--- src/shared/ast_pkg.sv ---
package ast_pkg;

   // --------------------------------------------------------------
   // register map
   // --------------------------------------------------------------
   localparam logic [7:0] ADDR_BAUD_DIV = 8'h09;
   localparam logic [7:0] ADDR_UART_CONTROL = 8'h0A;
   localparam logic [7:0] ADDR_UART_STATUS = 8'h0B;
   localparam logic [7:0] ADDR_UART_DATA = 8'h0C;

   // --------------------------------------------------------------
   // reset values
   // --------------------------------------------------------------
   localparam logic [7:0] STATUS_RST = 8'h20;
   localparam logic [7:0] CONTROL_RST = 8'h02;
   localparam logic [7:0] BAUD_DIV_RST = 8'h00;

   // --------------------------------------------------------------
   // field positions
   // --------------------------------------------------------------
   localparam int ST_RX_DONE = 7;
   localparam int ST_TX_DONE = 6;
   localparam int ST_TX_EMPTY = 5;
   localparam int ST_FRAME_ERR = 4;
   localparam int ST_OVERRUN = 3;
   localparam int CT_RX_IRQ_EN = 7;
   localparam int CT_TXD_IRQ_EN = 6;
   localparam int CT_TXE_IRQ_EN = 5;
   localparam int CT_RX_EN = 4;
   localparam int CT_TX_EN = 3;
   localparam int CT_NINE_BIT = 2;
   localparam int CT_RX_NINTH = 1;
   localparam int CT_TX_NINTH = 0;

   // --------------------------------------------------------------
   // sample points in 16x sample ticks, frame lengths in bits, last data bit indices
   // --------------------------------------------------------------
   localparam logic [3:0] SMP_FIRST = 4'h1;
   localparam logic [3:0] SMP_VOTE_A = 4'h8;
   localparam logic [3:0] SMP_VOTE_B = 4'h9;
   localparam logic [3:0] SMP_VOTE_C = 4'hA;
   localparam logic [3:0] SMP_BIT_END = 4'hF;
   localparam logic [3:0] TX_FRAME_8 = 4'hA;
   localparam logic [3:0] TX_FRAME_9 = 4'hB;
   localparam logic [3:0] RX_LAST_8 = 4'h7;
   localparam logic [3:0] RX_LAST_9 = 4'h8;

   // --------------------------------------------------------------
   // types
   // --------------------------------------------------------------
   typedef struct packed {
      logic [7:0] addr;
      logic [7:0] wdata;
      logic wr;
      logic rd;
   } ast_bus_req_t;

   typedef enum logic [1:0] {RX_IDLE, RX_START, RX_DATA, RX_STOP} ast_rx_state_t;

endpackage

--- src/hdl/ast_uart.sv ---
// Our own choice: the address-and-strobe port.
`timescale 1ns/10ps
module ast_uart
   import ast_pkg::*;
(
   input wire logic i_clk,
   input wire logic i_rst_b,
   input wire ast_bus_req_t i_bus,
   input wire logic i_tx_done_ack,
   input wire logic i_rxd,
   output logic [7:0] o_rd_data,
   output logic o_txd,
   output logic o_txd_oe,
   output logic o_rx_pin_sel,
   output logic o_irq_rx,
   output logic o_irq_tx_done,
   output logic o_irq_tx_empty
);

   // --------------------------------------------------------------
   // register access decode
   // --------------------------------------------------------------
   logic wr_baud;
   logic wr_ctrl;
   logic wr_stat;
   logic wr_data;
   logic rd_data;

   assign wr_baud = i_bus.wr && (i_bus.addr == ADDR_BAUD_DIV);
   assign wr_ctrl = i_bus.wr && (i_bus.addr == ADDR_UART_CONTROL);
   assign wr_stat = i_bus.wr && (i_bus.addr == ADDR_UART_STATUS);
   assign wr_data = i_bus.wr && (i_bus.addr == ADDR_UART_DATA);
   assign rd_data = i_bus.rd && (i_bus.addr == ADDR_UART_DATA);

   logic [7:0] baud_div_r;
   logic rx_irq_en_r;
   logic txd_irq_en_r;
   logic txe_irq_en_r;
   logic rx_en_r;
   logic tx_en_r;
   logic nine_bit_r;
   logic tx_ninth_r;

   always_ff @(posedge i_clk)
   begin
      if (!i_rst_b)
      begin
         baud_div_r <= BAUD_DIV_RST;
      end
      else if (wr_baud)
      begin
         baud_div_r <= i_bus.wdata;
      end
   end

   always_ff @(posedge i_clk)
   begin
      if (!i_rst_b)
      begin
         rx_irq_en_r <= CONTROL_RST[CT_RX_IRQ_EN];
         txd_irq_en_r <= CONTROL_RST[CT_TXD_IRQ_EN];
         txe_irq_en_r <= CONTROL_RST[CT_TXE_IRQ_EN];
         rx_en_r <= CONTROL_RST[CT_RX_EN];
         tx_en_r <= CONTROL_RST[CT_TX_EN];
         nine_bit_r <= CONTROL_RST[CT_NINE_BIT];
         tx_ninth_r <= CONTROL_RST[CT_TX_NINTH];
      end
      else if (wr_ctrl)
      begin
         rx_irq_en_r <= i_bus.wdata[CT_RX_IRQ_EN];
         txd_irq_en_r <= i_bus.wdata[CT_TXD_IRQ_EN];
         txe_irq_en_r <= i_bus.wdata[CT_TXE_IRQ_EN];
         rx_en_r <= i_bus.wdata[CT_RX_EN];
         tx_en_r <= i_bus.wdata[CT_TX_EN];
         nine_bit_r <= i_bus.wdata[CT_NINE_BIT];
         tx_ninth_r <= i_bus.wdata[CT_TX_NINTH];
      end
   end

   // --------------------------------------------------------------
   // baud prescaler
   // --------------------------------------------------------------
   logic [7:0] pre_cnt_r;
   logic tick16;

   assign tick16 = (pre_cnt_r == baud_div_r);

   always_ff @(posedge i_clk)
   begin
      if (!i_rst_b || tick16)
      begin
         pre_cnt_r <= 8'h00;
      end
      else
      begin
         pre_cnt_r <= pre_cnt_r + 8'h01;
      end
   end

   // --------------------------------------------------------------
   // transmitter
   // --------------------------------------------------------------
   logic [3:0] tx_sub_r;
   logic [10:0] tx_sh_r;
   logic [3:0] tx_left_r;
   logic tx_busy_r;
   logic [7:0] tx_hold_r;
   logic hold_full_r;
   logic tx_done_r;
   logic bit_tick;
   logic tx_end;
   logic tx_load;
   logic tx_done_clr;

   // free-running sub-bit phase; a load waits up to one bit time for it
   assign bit_tick = tick16 && (tx_sub_r == SMP_BIT_END);
   assign tx_end = tx_busy_r && bit_tick && (tx_left_r == 4'h0);
   // a busy shifter keeps the path alive after the enable drops
   assign tx_load = hold_full_r && (tx_en_r || tx_busy_r) && (!tx_busy_r || tx_end);
   assign tx_done_clr = i_tx_done_ack || (wr_stat && i_bus.wdata[ST_TX_DONE]);

   always_ff @(posedge i_clk)
   begin
      if (!i_rst_b)
      begin
         tx_sub_r <= 4'h0;
      end
      else if (tick16)
      begin
         tx_sub_r <= tx_sub_r + 4'h1;
      end
   end

   always_ff @(posedge i_clk)
   begin
      if (!i_rst_b)
      begin
         tx_hold_r <= 8'h00;
      end
      else if (wr_data)
      begin
         tx_hold_r <= i_bus.wdata;
      end
   end

   // a write in the load cycle refills the holder, so it stays full
   always_ff @(posedge i_clk)
   begin
      if (!i_rst_b)
      begin
         hold_full_r <= ~STATUS_RST[ST_TX_EMPTY];
      end
      else if (wr_data)
      begin
         hold_full_r <= 1'b1;
      end
      else if (tx_load)
      begin
         hold_full_r <= 1'b0;
      end
   end

   always_ff @(posedge i_clk)
   begin
      if (!i_rst_b)
      begin
         tx_sh_r <= 11'h7FF;
         tx_left_r <= 4'h0;
         tx_busy_r <= 1'b0;
         o_txd <= 1'b1;
      end
      else if (tx_load)
      begin
         tx_busy_r <= 1'b1;
         if (nine_bit_r)
         begin
            tx_sh_r <= {1'b1, tx_ninth_r, tx_hold_r, 1'b0};
            tx_left_r <= TX_FRAME_9;
         end
         else
         begin
            tx_sh_r <= {2'b11, tx_hold_r, 1'b0};
            tx_left_r <= TX_FRAME_8;
         end
      end
      else if (tx_end)
      begin
         tx_busy_r <= 1'b0;
      end
      else if (tx_busy_r && bit_tick)
      begin
         o_txd <= tx_sh_r[0];
         tx_sh_r <= {1'b1, tx_sh_r[10:1]};
         tx_left_r <= tx_left_r - 4'h1;
      end
   end

   always_ff @(posedge i_clk)
   begin
      if (!i_rst_b)
      begin
         tx_done_r <= STATUS_RST[ST_TX_DONE];
      end
      else if (tx_end && !hold_full_r && !wr_data)
      begin
         tx_done_r <= 1'b1;
      end
      else if (tx_done_clr)
      begin
         tx_done_r <= 1'b0;
      end
   end

   always_ff @(posedge i_clk)
   begin
      if (!i_rst_b)
      begin
         o_txd_oe <= 1'b0;
      end
      else
      begin
         o_txd_oe <= tx_en_r || tx_busy_r;
      end
   end

   // --------------------------------------------------------------
   // receiver
   // --------------------------------------------------------------
   ast_rx_state_t rx_st_r;
   logic [3:0] rx_smp_r;
   logic [1:0] votes_r;
   logic [3:0] rx_cnt_r;
   logic [8:0] rx_sh_r;
   logic [7:0] rx_data_r;
   logic rx_ninth_r;
   logic rx_done_r;
   logic frame_err_r;
   logic overrun_r;
   logic ovr_pend_r;
   logic maj;
   logic decide;
   logic rx_finish;
   logic rx_xfer;
   logic rx_lost;

   assign maj = (votes_r[0] & votes_r[1]) | (votes_r[0] & i_rxd) | (votes_r[1] & i_rxd);
   assign decide = tick16 && (rx_smp_r == SMP_VOTE_C) && (rx_st_r != RX_IDLE);
   assign rx_finish = rx_en_r && decide && (rx_st_r == RX_STOP);
   // a read in the same cycle frees the data register in time
   assign rx_xfer = rx_finish && (!rx_done_r || rd_data);
   assign rx_lost = rx_finish && !rx_xfer;

   // sample index 1..15 then 0 for sample 16, continuous across bits
   always_ff @(posedge i_clk)
   begin
      if (!i_rst_b || (rx_st_r == RX_IDLE))
      begin
         // the start sample itself was sample 1, so the next tick must read 2
         rx_smp_r <= SMP_FIRST + 4'h1;
      end
      else if (tick16)
      begin
         rx_smp_r <= rx_smp_r + 4'h1;
      end
   end

   always_ff @(posedge i_clk)
   begin
      if (!i_rst_b)
      begin
         votes_r <= 2'b11;
      end
      else if (tick16 && (rx_smp_r == SMP_VOTE_A))
      begin
         votes_r[0] <= i_rxd;
      end
      else if (tick16 && (rx_smp_r == SMP_VOTE_B))
      begin
         votes_r[1] <= i_rxd;
      end
   end

   always_ff @(posedge i_clk)
   begin
      if (!i_rst_b || !rx_en_r)
      begin
         rx_st_r <= RX_IDLE;
         rx_cnt_r <= 4'h0;
      end
      else if (tick16)
      begin
         case (rx_st_r)
            RX_IDLE:
            begin
               if (!i_rxd)
               begin
                  rx_st_r <= RX_START;
               end
            end
            RX_START:
            begin
               if (decide)
               begin
                  rx_st_r <= maj ? RX_IDLE : RX_DATA;
                  rx_cnt_r <= 4'h0;
               end
            end
            RX_DATA:
            begin
               if (decide)
               begin
                  if (rx_cnt_r == (nine_bit_r ? RX_LAST_9 : RX_LAST_8))
                  begin
                     rx_st_r <= RX_STOP;
                  end
                  rx_cnt_r <= rx_cnt_r + 4'h1;
               end
            end
            RX_STOP:
            begin
               if (decide)
               begin
                  rx_st_r <= RX_IDLE;
               end
            end
            default:
            begin
               rx_st_r <= RX_IDLE;
            end
         endcase
      end
   end

   always_ff @(posedge i_clk)
   begin
      if (!i_rst_b)
      begin
         rx_sh_r <= 9'h000;
      end
      else if (decide && (rx_st_r == RX_DATA))
      begin
         rx_sh_r <= {maj, rx_sh_r[8:1]};
      end
   end

   always_ff @(posedge i_clk)
   begin
      if (!i_rst_b)
      begin
         rx_data_r <= 8'h00;
         rx_ninth_r <= CONTROL_RST[CT_RX_NINTH];
         frame_err_r <= STATUS_RST[ST_FRAME_ERR];
      end
      else if (rx_xfer)
      begin
         rx_data_r <= nine_bit_r ? rx_sh_r[7:0] : rx_sh_r[8:1];
         frame_err_r <= !maj;
         if (nine_bit_r)
         begin
            rx_ninth_r <= rx_sh_r[8];
         end
      end
   end

   always_ff @(posedge i_clk)
   begin
      if (!i_rst_b)
      begin
         rx_done_r <= STATUS_RST[ST_RX_DONE];
      end
      else if (rx_xfer)
      begin
         rx_done_r <= 1'b1;
      end
      else if (rd_data)
      begin
         rx_done_r <= 1'b0;
      end
   end

   // the loss is kept aside until the held byte is read
   always_ff @(posedge i_clk)
   begin
      if (!i_rst_b)
      begin
         ovr_pend_r <= 1'b0;
      end
      else if (rx_lost)
      begin
         ovr_pend_r <= 1'b1;
      end
      else if (rd_data)
      begin
         ovr_pend_r <= 1'b0;
      end
   end

   always_ff @(posedge i_clk)
   begin
      if (!i_rst_b)
      begin
         overrun_r <= STATUS_RST[ST_OVERRUN];
      end
      else if (rd_data && ovr_pend_r)
      begin
         overrun_r <= 1'b1;
      end
      else if (rx_xfer)
      begin
         overrun_r <= 1'b0;
      end
   end

   always_ff @(posedge i_clk)
   begin
      if (!i_rst_b)
      begin
         o_rx_pin_sel <= 1'b0;
      end
      else
      begin
         o_rx_pin_sel <= rx_en_r;
      end
   end

   // --------------------------------------------------------------
   // read port and interrupt requests
   // --------------------------------------------------------------
   always_ff @(posedge i_clk)
   begin
      if (!i_rst_b || !i_bus.rd)
      begin
         o_rd_data <= 8'h00;
      end
      else
      begin
         case (i_bus.addr)
            ADDR_BAUD_DIV: o_rd_data <= baud_div_r;
            ADDR_UART_CONTROL: o_rd_data <= {rx_irq_en_r, txd_irq_en_r, txe_irq_en_r,
                                          rx_en_r, tx_en_r, nine_bit_r, rx_ninth_r, 1'b0};
            ADDR_UART_STATUS: o_rd_data <= {rx_done_r, tx_done_r, ~hold_full_r,
                                         frame_err_r, overrun_r, 3'b000};
            ADDR_UART_DATA: o_rd_data <= rx_data_r;
            default: o_rd_data <= 8'h00;
         endcase
      end
   end

   // requests lag their flags by one clock so they leave from flops
   always_ff @(posedge i_clk)
   begin
      if (!i_rst_b)
      begin
         o_irq_rx <= 1'b0;
         o_irq_tx_done <= 1'b0;
         o_irq_tx_empty <= 1'b0;
      end
      else
      begin
         o_irq_rx <= rx_done_r && rx_irq_en_r;
         o_irq_tx_done <= tx_done_r && txd_irq_en_r;
         o_irq_tx_empty <= !hold_full_r && txe_irq_en_r;
      end
   end

endmodule

--- config.mk ---
export PLATFORM = sky130hd
export DESIGN_NAME = ast_uart
export DESIGN_NICKNAME = d
export VERILOG_FILES = /design/src/shared/ast_pkg.sv /design/src/hdl/ast_uart.sv
export SDC_FILE = /design/constraint.sdc
export NUM_CORES = 1
export LEC_CHECK = 0
export BUFFER_PORTS_ARGS = -buffer_cell sky130_fd_sc_hd__buf_2
export CAP_MARGIN = 30
export CORE_MARGIN = 4
export CORE_UTILIZATION = 40
export DETAILED_ROUTE_END_ITERATION = 6
export PLACE_DENSITY = 0.57
export SLEW_MARGIN = 0
export SYNTH_ARGS = -nofsm -noshare
export SYNTH_HDL_FRONTEND = slang
export SYNTH_SLANG_ARGS = --single-unit
--- constraint.sdc ---
create_clock -name i_clk -period 1.76 [get_ports i_clk]
set_input_delay 0 -clock i_clk [delete_from_list [all_inputs] [get_ports i_clk]]
set_output_delay 0 -clock i_clk [all_outputs]
set_load 0.01 [all_outputs]
Word level (Yosys, flattened, before mapping)
Index checks and enable logic that the tools add are counted.

Word-level logic and storage cells: 160. Output and inout bits: 14. Input bits: 22. Register bits after elaboration: 101.

Bitwise logic cells: 9. $add $sub $neg: 5. Mux-type cells: 32. Reduce and logical (&&, ||, !) cells: 60. Equality and inequality tests: 19.

Operators with widths (number): 11-bit 2-to-1 mux (3); 8-bit by 4-bit == test with 1-bit output, second input constant (4); 8-bit case mux with 4 select lines (1); 1-bit logical AND (26); 4-bit 2-to-1 mux (6); 2-bit nonzero test (9); 4-bit == test, second input constant (4); 4-bit by 1-bit adder with 4-bit output, second input constant (3); 1-bit 2-to-1 mux (12); 2-bit 2-to-1 mux (6); 10-bit 2-to-1 mux (1); 2-bit != test, second input constant (5); 1-bit zero test (9); 8-bit by 1-bit adder with 8-bit output, second input constant (1); 8-bit == test (1); 1-bit logical OR (8); 8-bit 2-to-1 mux (1); 2-bit case mux with 4 select lines (1); 4-bit case mux with 2 select lines (1); 2-bit AND reduction (3); 6-bit AND reduction (1); 2-bit == test, second input constant (2); 4-bit == test (1); 4-bit zero test (1); 9 further kinds (15).

Longest topological paths before layout
Depth after elaboration: 9. Depth in mapped cells: 8. Gate-level depth less buffers: 7.

Worst setup path after synthesis
Ideal clock, no wire load.

Path type: flip-flop to flip-flop. From: register tx_left_r[0]. To: register tx_left_r[0]. Path buffers: 1. Stages on the path, launching flop included: 9. Clock period less this slack: 1.944 ns. Arrival: 1.824 ns. Path slack: -0.184 ns. Cell sequence: dfxtp_1 inv_1 ha_1 or3b_2 nand3b_1 o31ai_2 buf_2 nand3b_1 a21oi_1.

Longest elaborated chain between the ends: 6. Elaborated cells between the ends (all ways): 11. Classes of those cells: 1 x add/sub; 1 x eq/ne; 3 x mux; 6 x reduce/logical.

Ends and longest elaborated chain: start, declared (RTL line ast_uart.sv:105) `logic [3:0] tx_left_r;`; start signal, assigned (RTL line ast_uart.sv:194) `tx_left_r <= tx_left_r - 4'h1;`; branches (longest 6 deep; another with 4-bit by 1-bit subtractor with 4-bit output).

Parallel ways; which one is timed is not known. The select of a mux whose other input is x is not followed. A chain may end at the register's enable or synchronous reset.

Worst setup path after layout
From: register tx_left_r[1]. To: register tx_sh_r[7].

Longest elaborated chain between the ends: 6. Elaborated cells between the ends (all ways): 8. Classes of those cells: 1 x eq/ne; 1 x mux; 6 x reduce/logical.

Ends and longest elaborated chain: 4-bit zero test * (RTL line ast_uart.sv:117) `assign tx_end = tx_busy_r && bit_tick && (tx_left_r == 4'h0);`; 1-bit logical AND * (RTL line ast_uart.sv:117); 1-bit logical OR (RTL line ast_uart.sv:119) `assign tx_load = hold_full_r && (tx_en_r || tx_busy_r) && (!tx_busy_r || tx_end);`; 1-bit logical AND (RTL line ast_uart.sv:119); 2-bit by 1-bit != test with 1-bit output (no source line) / 2-bit nonzero test (equally long branches); 2-bit AND reduction (no source line); end signal, assigned (RTL line ast_uart.sv:177) `tx_sh_r <= {1'b1, tx_ninth_r, tx_hold_r, 1'b0};`; end signal, assigned (RTL line ast_uart.sv:182) `tx_sh_r <= {2'b11, tx_hold_r, 1'b0};`; end signal, assigned (RTL line ast_uart.sv:193) `tx_sh_r <= {1'b1, tx_sh_r[10:1]};`; end, declared (RTL line ast_uart.sv:104) `logic [10:0] tx_sh_r;`.

Every way passes the cells marked *; elsewhere a longest branch is shown, timed or not.

==> flow_summary_export.csv <==
group,metric,value,unit
clocking,cts_root_buf,"clkbuf_8",
sta,layout_setup_ws,-53.4,ps
critical_path,cp-start-kind,"flip-flop",
floorplanning,dieArea,0.0127,mm^2
critical_path,cp_max_fo,8,
yosys,synth_simple_gate_area_frac,0.202,
power,p_leak,2.35,nW
critical_path,path_cells,"inv_2, ha_4, or3b_4, nand3b_1, o31ai_4, buf_6, a221o_1",
yosys,yosysTopAreaCellShare,0.455,
floorplanning,placeableCoreArea,0.0108,mm^2
critical_path,crit_type,"flip-flop to flip-flop",
cells_and_area,areaGrowthSynthToFinish,31.7,%
routing,first_pass_iters,5,
floorplanning,initial_core_util,0.408,
clocking,insertion_delay,380,ps
yosys,ys_ff_latch,100,
sta,rsz0062_at_grt,"yes",
critical_path,critPathMaxStageDelay,390,ps
clocking,cts_max_path_buffers,2,
yosys,syn_inst,497,
routing,vias_per_cell,5.15,
yosys,synth_compound_area_frac,0.136,
yosys,synthDistinctLibCells,57,
yosys,synthMuxAreaShare,0.0864,
cells_and_area,fin_nets,635,
floorplanning,io_pins,36,
power,finalPower,3.97,mW
global_route,grt.total_usage,0.183,
sta,clock.fmax,551,MHz
cells_and_area,antenna_cells,0,
yosys,yosys.area.top_type,"dfxtp_1",
power,ir_worst_vdd,0.000653,V
min_path,holdCritPathClass,"input pin to flip-flop",
yosys,yosysWarnings,0,
power,pwr_density_cell,685,mW/mm^2
power,p_comb_frac,0.044,
routing,drcViolationCount,0,
sta,setup-violations-final,21,
yosys,syn-mean-instance-area,8.85,um^2
critical_path,worst_ep_required_time,2080,ps
yosys,synth_top_family_by_area,"simple AND/OR/NAND/NOR gates",
power,power_frac_clock,0.383,
yosys,synth_edf_count,0,
critical_path,arrival,2140,ps
sta,tns,-696,ps
routing,wirelength,11400,um
placement,portBuffers,35,
cells_and_area,layout_common_cells,"88 x dfxtp_1, 71 x buf_4, 70 x nand2_1",
critical_path,cp_slowest_cell,"or3b_4",
clocking,cts_num_sinks,100,
cells_and_area,mostFrequentLayoutCell,"dfxtp_1",
routing,num_vias,3866,
critical_path,worstSetupEndpointType,"flip-flop",
yosys,ys.flop_type,"dfxtp_1",
yosys,synthAdderAreaFrac,0.0250,
sta,fin_hold_ws,108,ps
yosys,async_reset_ff_frac,0,
cells_and_area,drive_above_1_share,0.297,
sta,hold_violations,0,
global_route,grt_pass1_vias,3865,
power,switching_power,920,uW
power,p_sw_frac,0.232,
routing,ant_nets,0,
power,seqPwrFrac,0.573,
sta,period_share,1.03,
yosys,synth-xor-area-share,0.0438,
routing,drt_iter0_markers,365,
clocking,clk_pin_slew,100,ps
global_route,grt_pass1_wl,18700,um
yosys,syn-cell-area,0.00440,mm^2
routing,wl_per_cell,15.1,um
sta,final.min_clock_period,1810,ps
sta,slew_headroom,0.504,
floorplanning,rows,38,
placement,hpwlAfterDp,8170,um
yosys,synth.area.top_cells,"dfxtp_1 45%, mux2i_1 6.6%, nand2_1 6.1%",
placement,routabilityCongestion,0.760,
floorplanning,die_h,113,um
yosys,yosysSeqAreaShare,0.455,
clocking,cts_buffers,9,
global_route,grt_start_max_net_pins,26,
clocking,htreeDepth,3,
status,violations,"setup timing",
flow_run,drv_cap,0,
global_route,grt_antenna_before_repair,0,
sta,maxSlewViolCount,0,
global_route,overflow,0,
sta,clock_skew,13.0,ps
yosys,synth_nets,527,
status,run_status,"finished with violations",
floorplanning,die_width,113,um
power,p_int,3.05,mW
sta,worst_pin_slew,743,ps
clocking,cts_tree,"yes",
## critical path: cells and delay by family (launching register included)
kind | cells | cell delay [ps]
AO/OA/AOI/OAI | 2 | 450
flip-flops | 1 | 330
buffers and inverters | 2 | 260
AND/OR/NAND/NOR | 2 | 600
adder cells (fa/ha/maj) | 1 | 120
## cell type report
class,instances,area (um^2)
sequential,100,2020
multi-input combinational,342,2380
clock buffer,11,141
timing repair buffer,127,927
fill,1014,5000
tap,140,175
inverter,25,93.8
clock inverter,5,61.3
## cell usage after synthesis, drive strengths merged, types with 3 or more instances
cell    instances
nor4            3
a222oi          7
nor3b           4
mux2i          29
nand3b          3
or3             3
a21oi          30
nor3            6
ha              8
nor2           39
clkbuf         21
xor2            6
nand2          72
xnor2          16
buf            10
mux2            8
nor2b           3
nand4           9
o21a            5
o22ai           4
a221o           8
nand3          27
and3            8
inv            24
o21ai          14
dfxtp         100
## state kept, by name (all words and copies together), names as in the netlist, 2 cells and up, named ones only
name	flops
tx_sh_r	10
rx_sh_r	9
baud_div_r	8
o_rd_data	8
pre_cnt_r	8
rx_data_r	8
tx_hold_r	8
rx_cnt_r	4
rx_smp_r	4
tx_left_r	4
tx_sub_r	4
votes_r	2
## metal layers
| layer | up-vias | wire, um | track usage |
|---|---|---|---|
| li1 | 1959 | - | - |
| met1 | 1851 | 5260 | 0.225 |
| met2 | 47 | 5690 | 0.320 |
| met3 | 9 | 306 | 0.0503 |
| met4 | 0 | 112 | 0.0393 |
| met5 | - | 0 | 0 |
## power by group through the flow
| stage | Clock [mW] | Sequential [mW] | Combinational [mW] |
|---|---|---|---|
| finish | 1.52 | 2.27 | 0.175 |
| global route | 1.65 | 2.27 | 0.192 |
| CTS | 1.57 | 2.27 | 0.172 |
| detailed placement | 0 | 2.33 | 0.146 |
| global placement | 0 | 2.33 | 0.144 |
| floorplan | 0 | 2.33 | 0.0659 |
## path summary, 6_finish.rpt
kind | start | end | slack, ps | depth (start not counted)
hold / removal | i_bus[10] | o_rd_data[5] | 110 | 4
hold reg to reg | rx_sh_r[0] | rx_sh_r[0] | 460 | 2
setup / recovery | tx_left_r[1] | tx_sh_r[7] | -50 | 7
setup reg to reg | tx_left_r[1] | tx_sh_r[7] | -50 | 7
## what timing repair did
item,4_1_cts,5_1_grt
hold buffers,14,0
gates cloned,2,0
resized for setup,29,20
pin swaps,25,10
endpoints found under the setup margin,44,55
endpoints found under the hold margin,32,0
buffers inserted,7,3
## stage by stage
stage	setup slack (ps)	util	area, um^2	instances
6_report	-53.4	0.537	5800	750
5_1_grt	-131	0.537	5800	750
4_1_cts	-56.8	0.529	5710	748
3_5_place_dp	-139	0.479	5170	709
3_3_place_gp	-168	0.479	5170	709
2_1_floorplan	-26.8	-	4460	497
## cells by family (layout without fill, tap and decap cells)
kind of cell | Yosys count | count (layout)
muxes | 37 | 37
buffers and inverters | 56 | 168
DFF | 100 | 100
AOI/OAI and AO/OA | 86 | 87
and+or+nand+nor | 187 | 187
xor gates and xnor gates | 22 | 22
adders and majority gates | 9 | 9
No activity file was read; power rests on OpenSTA's default activity.
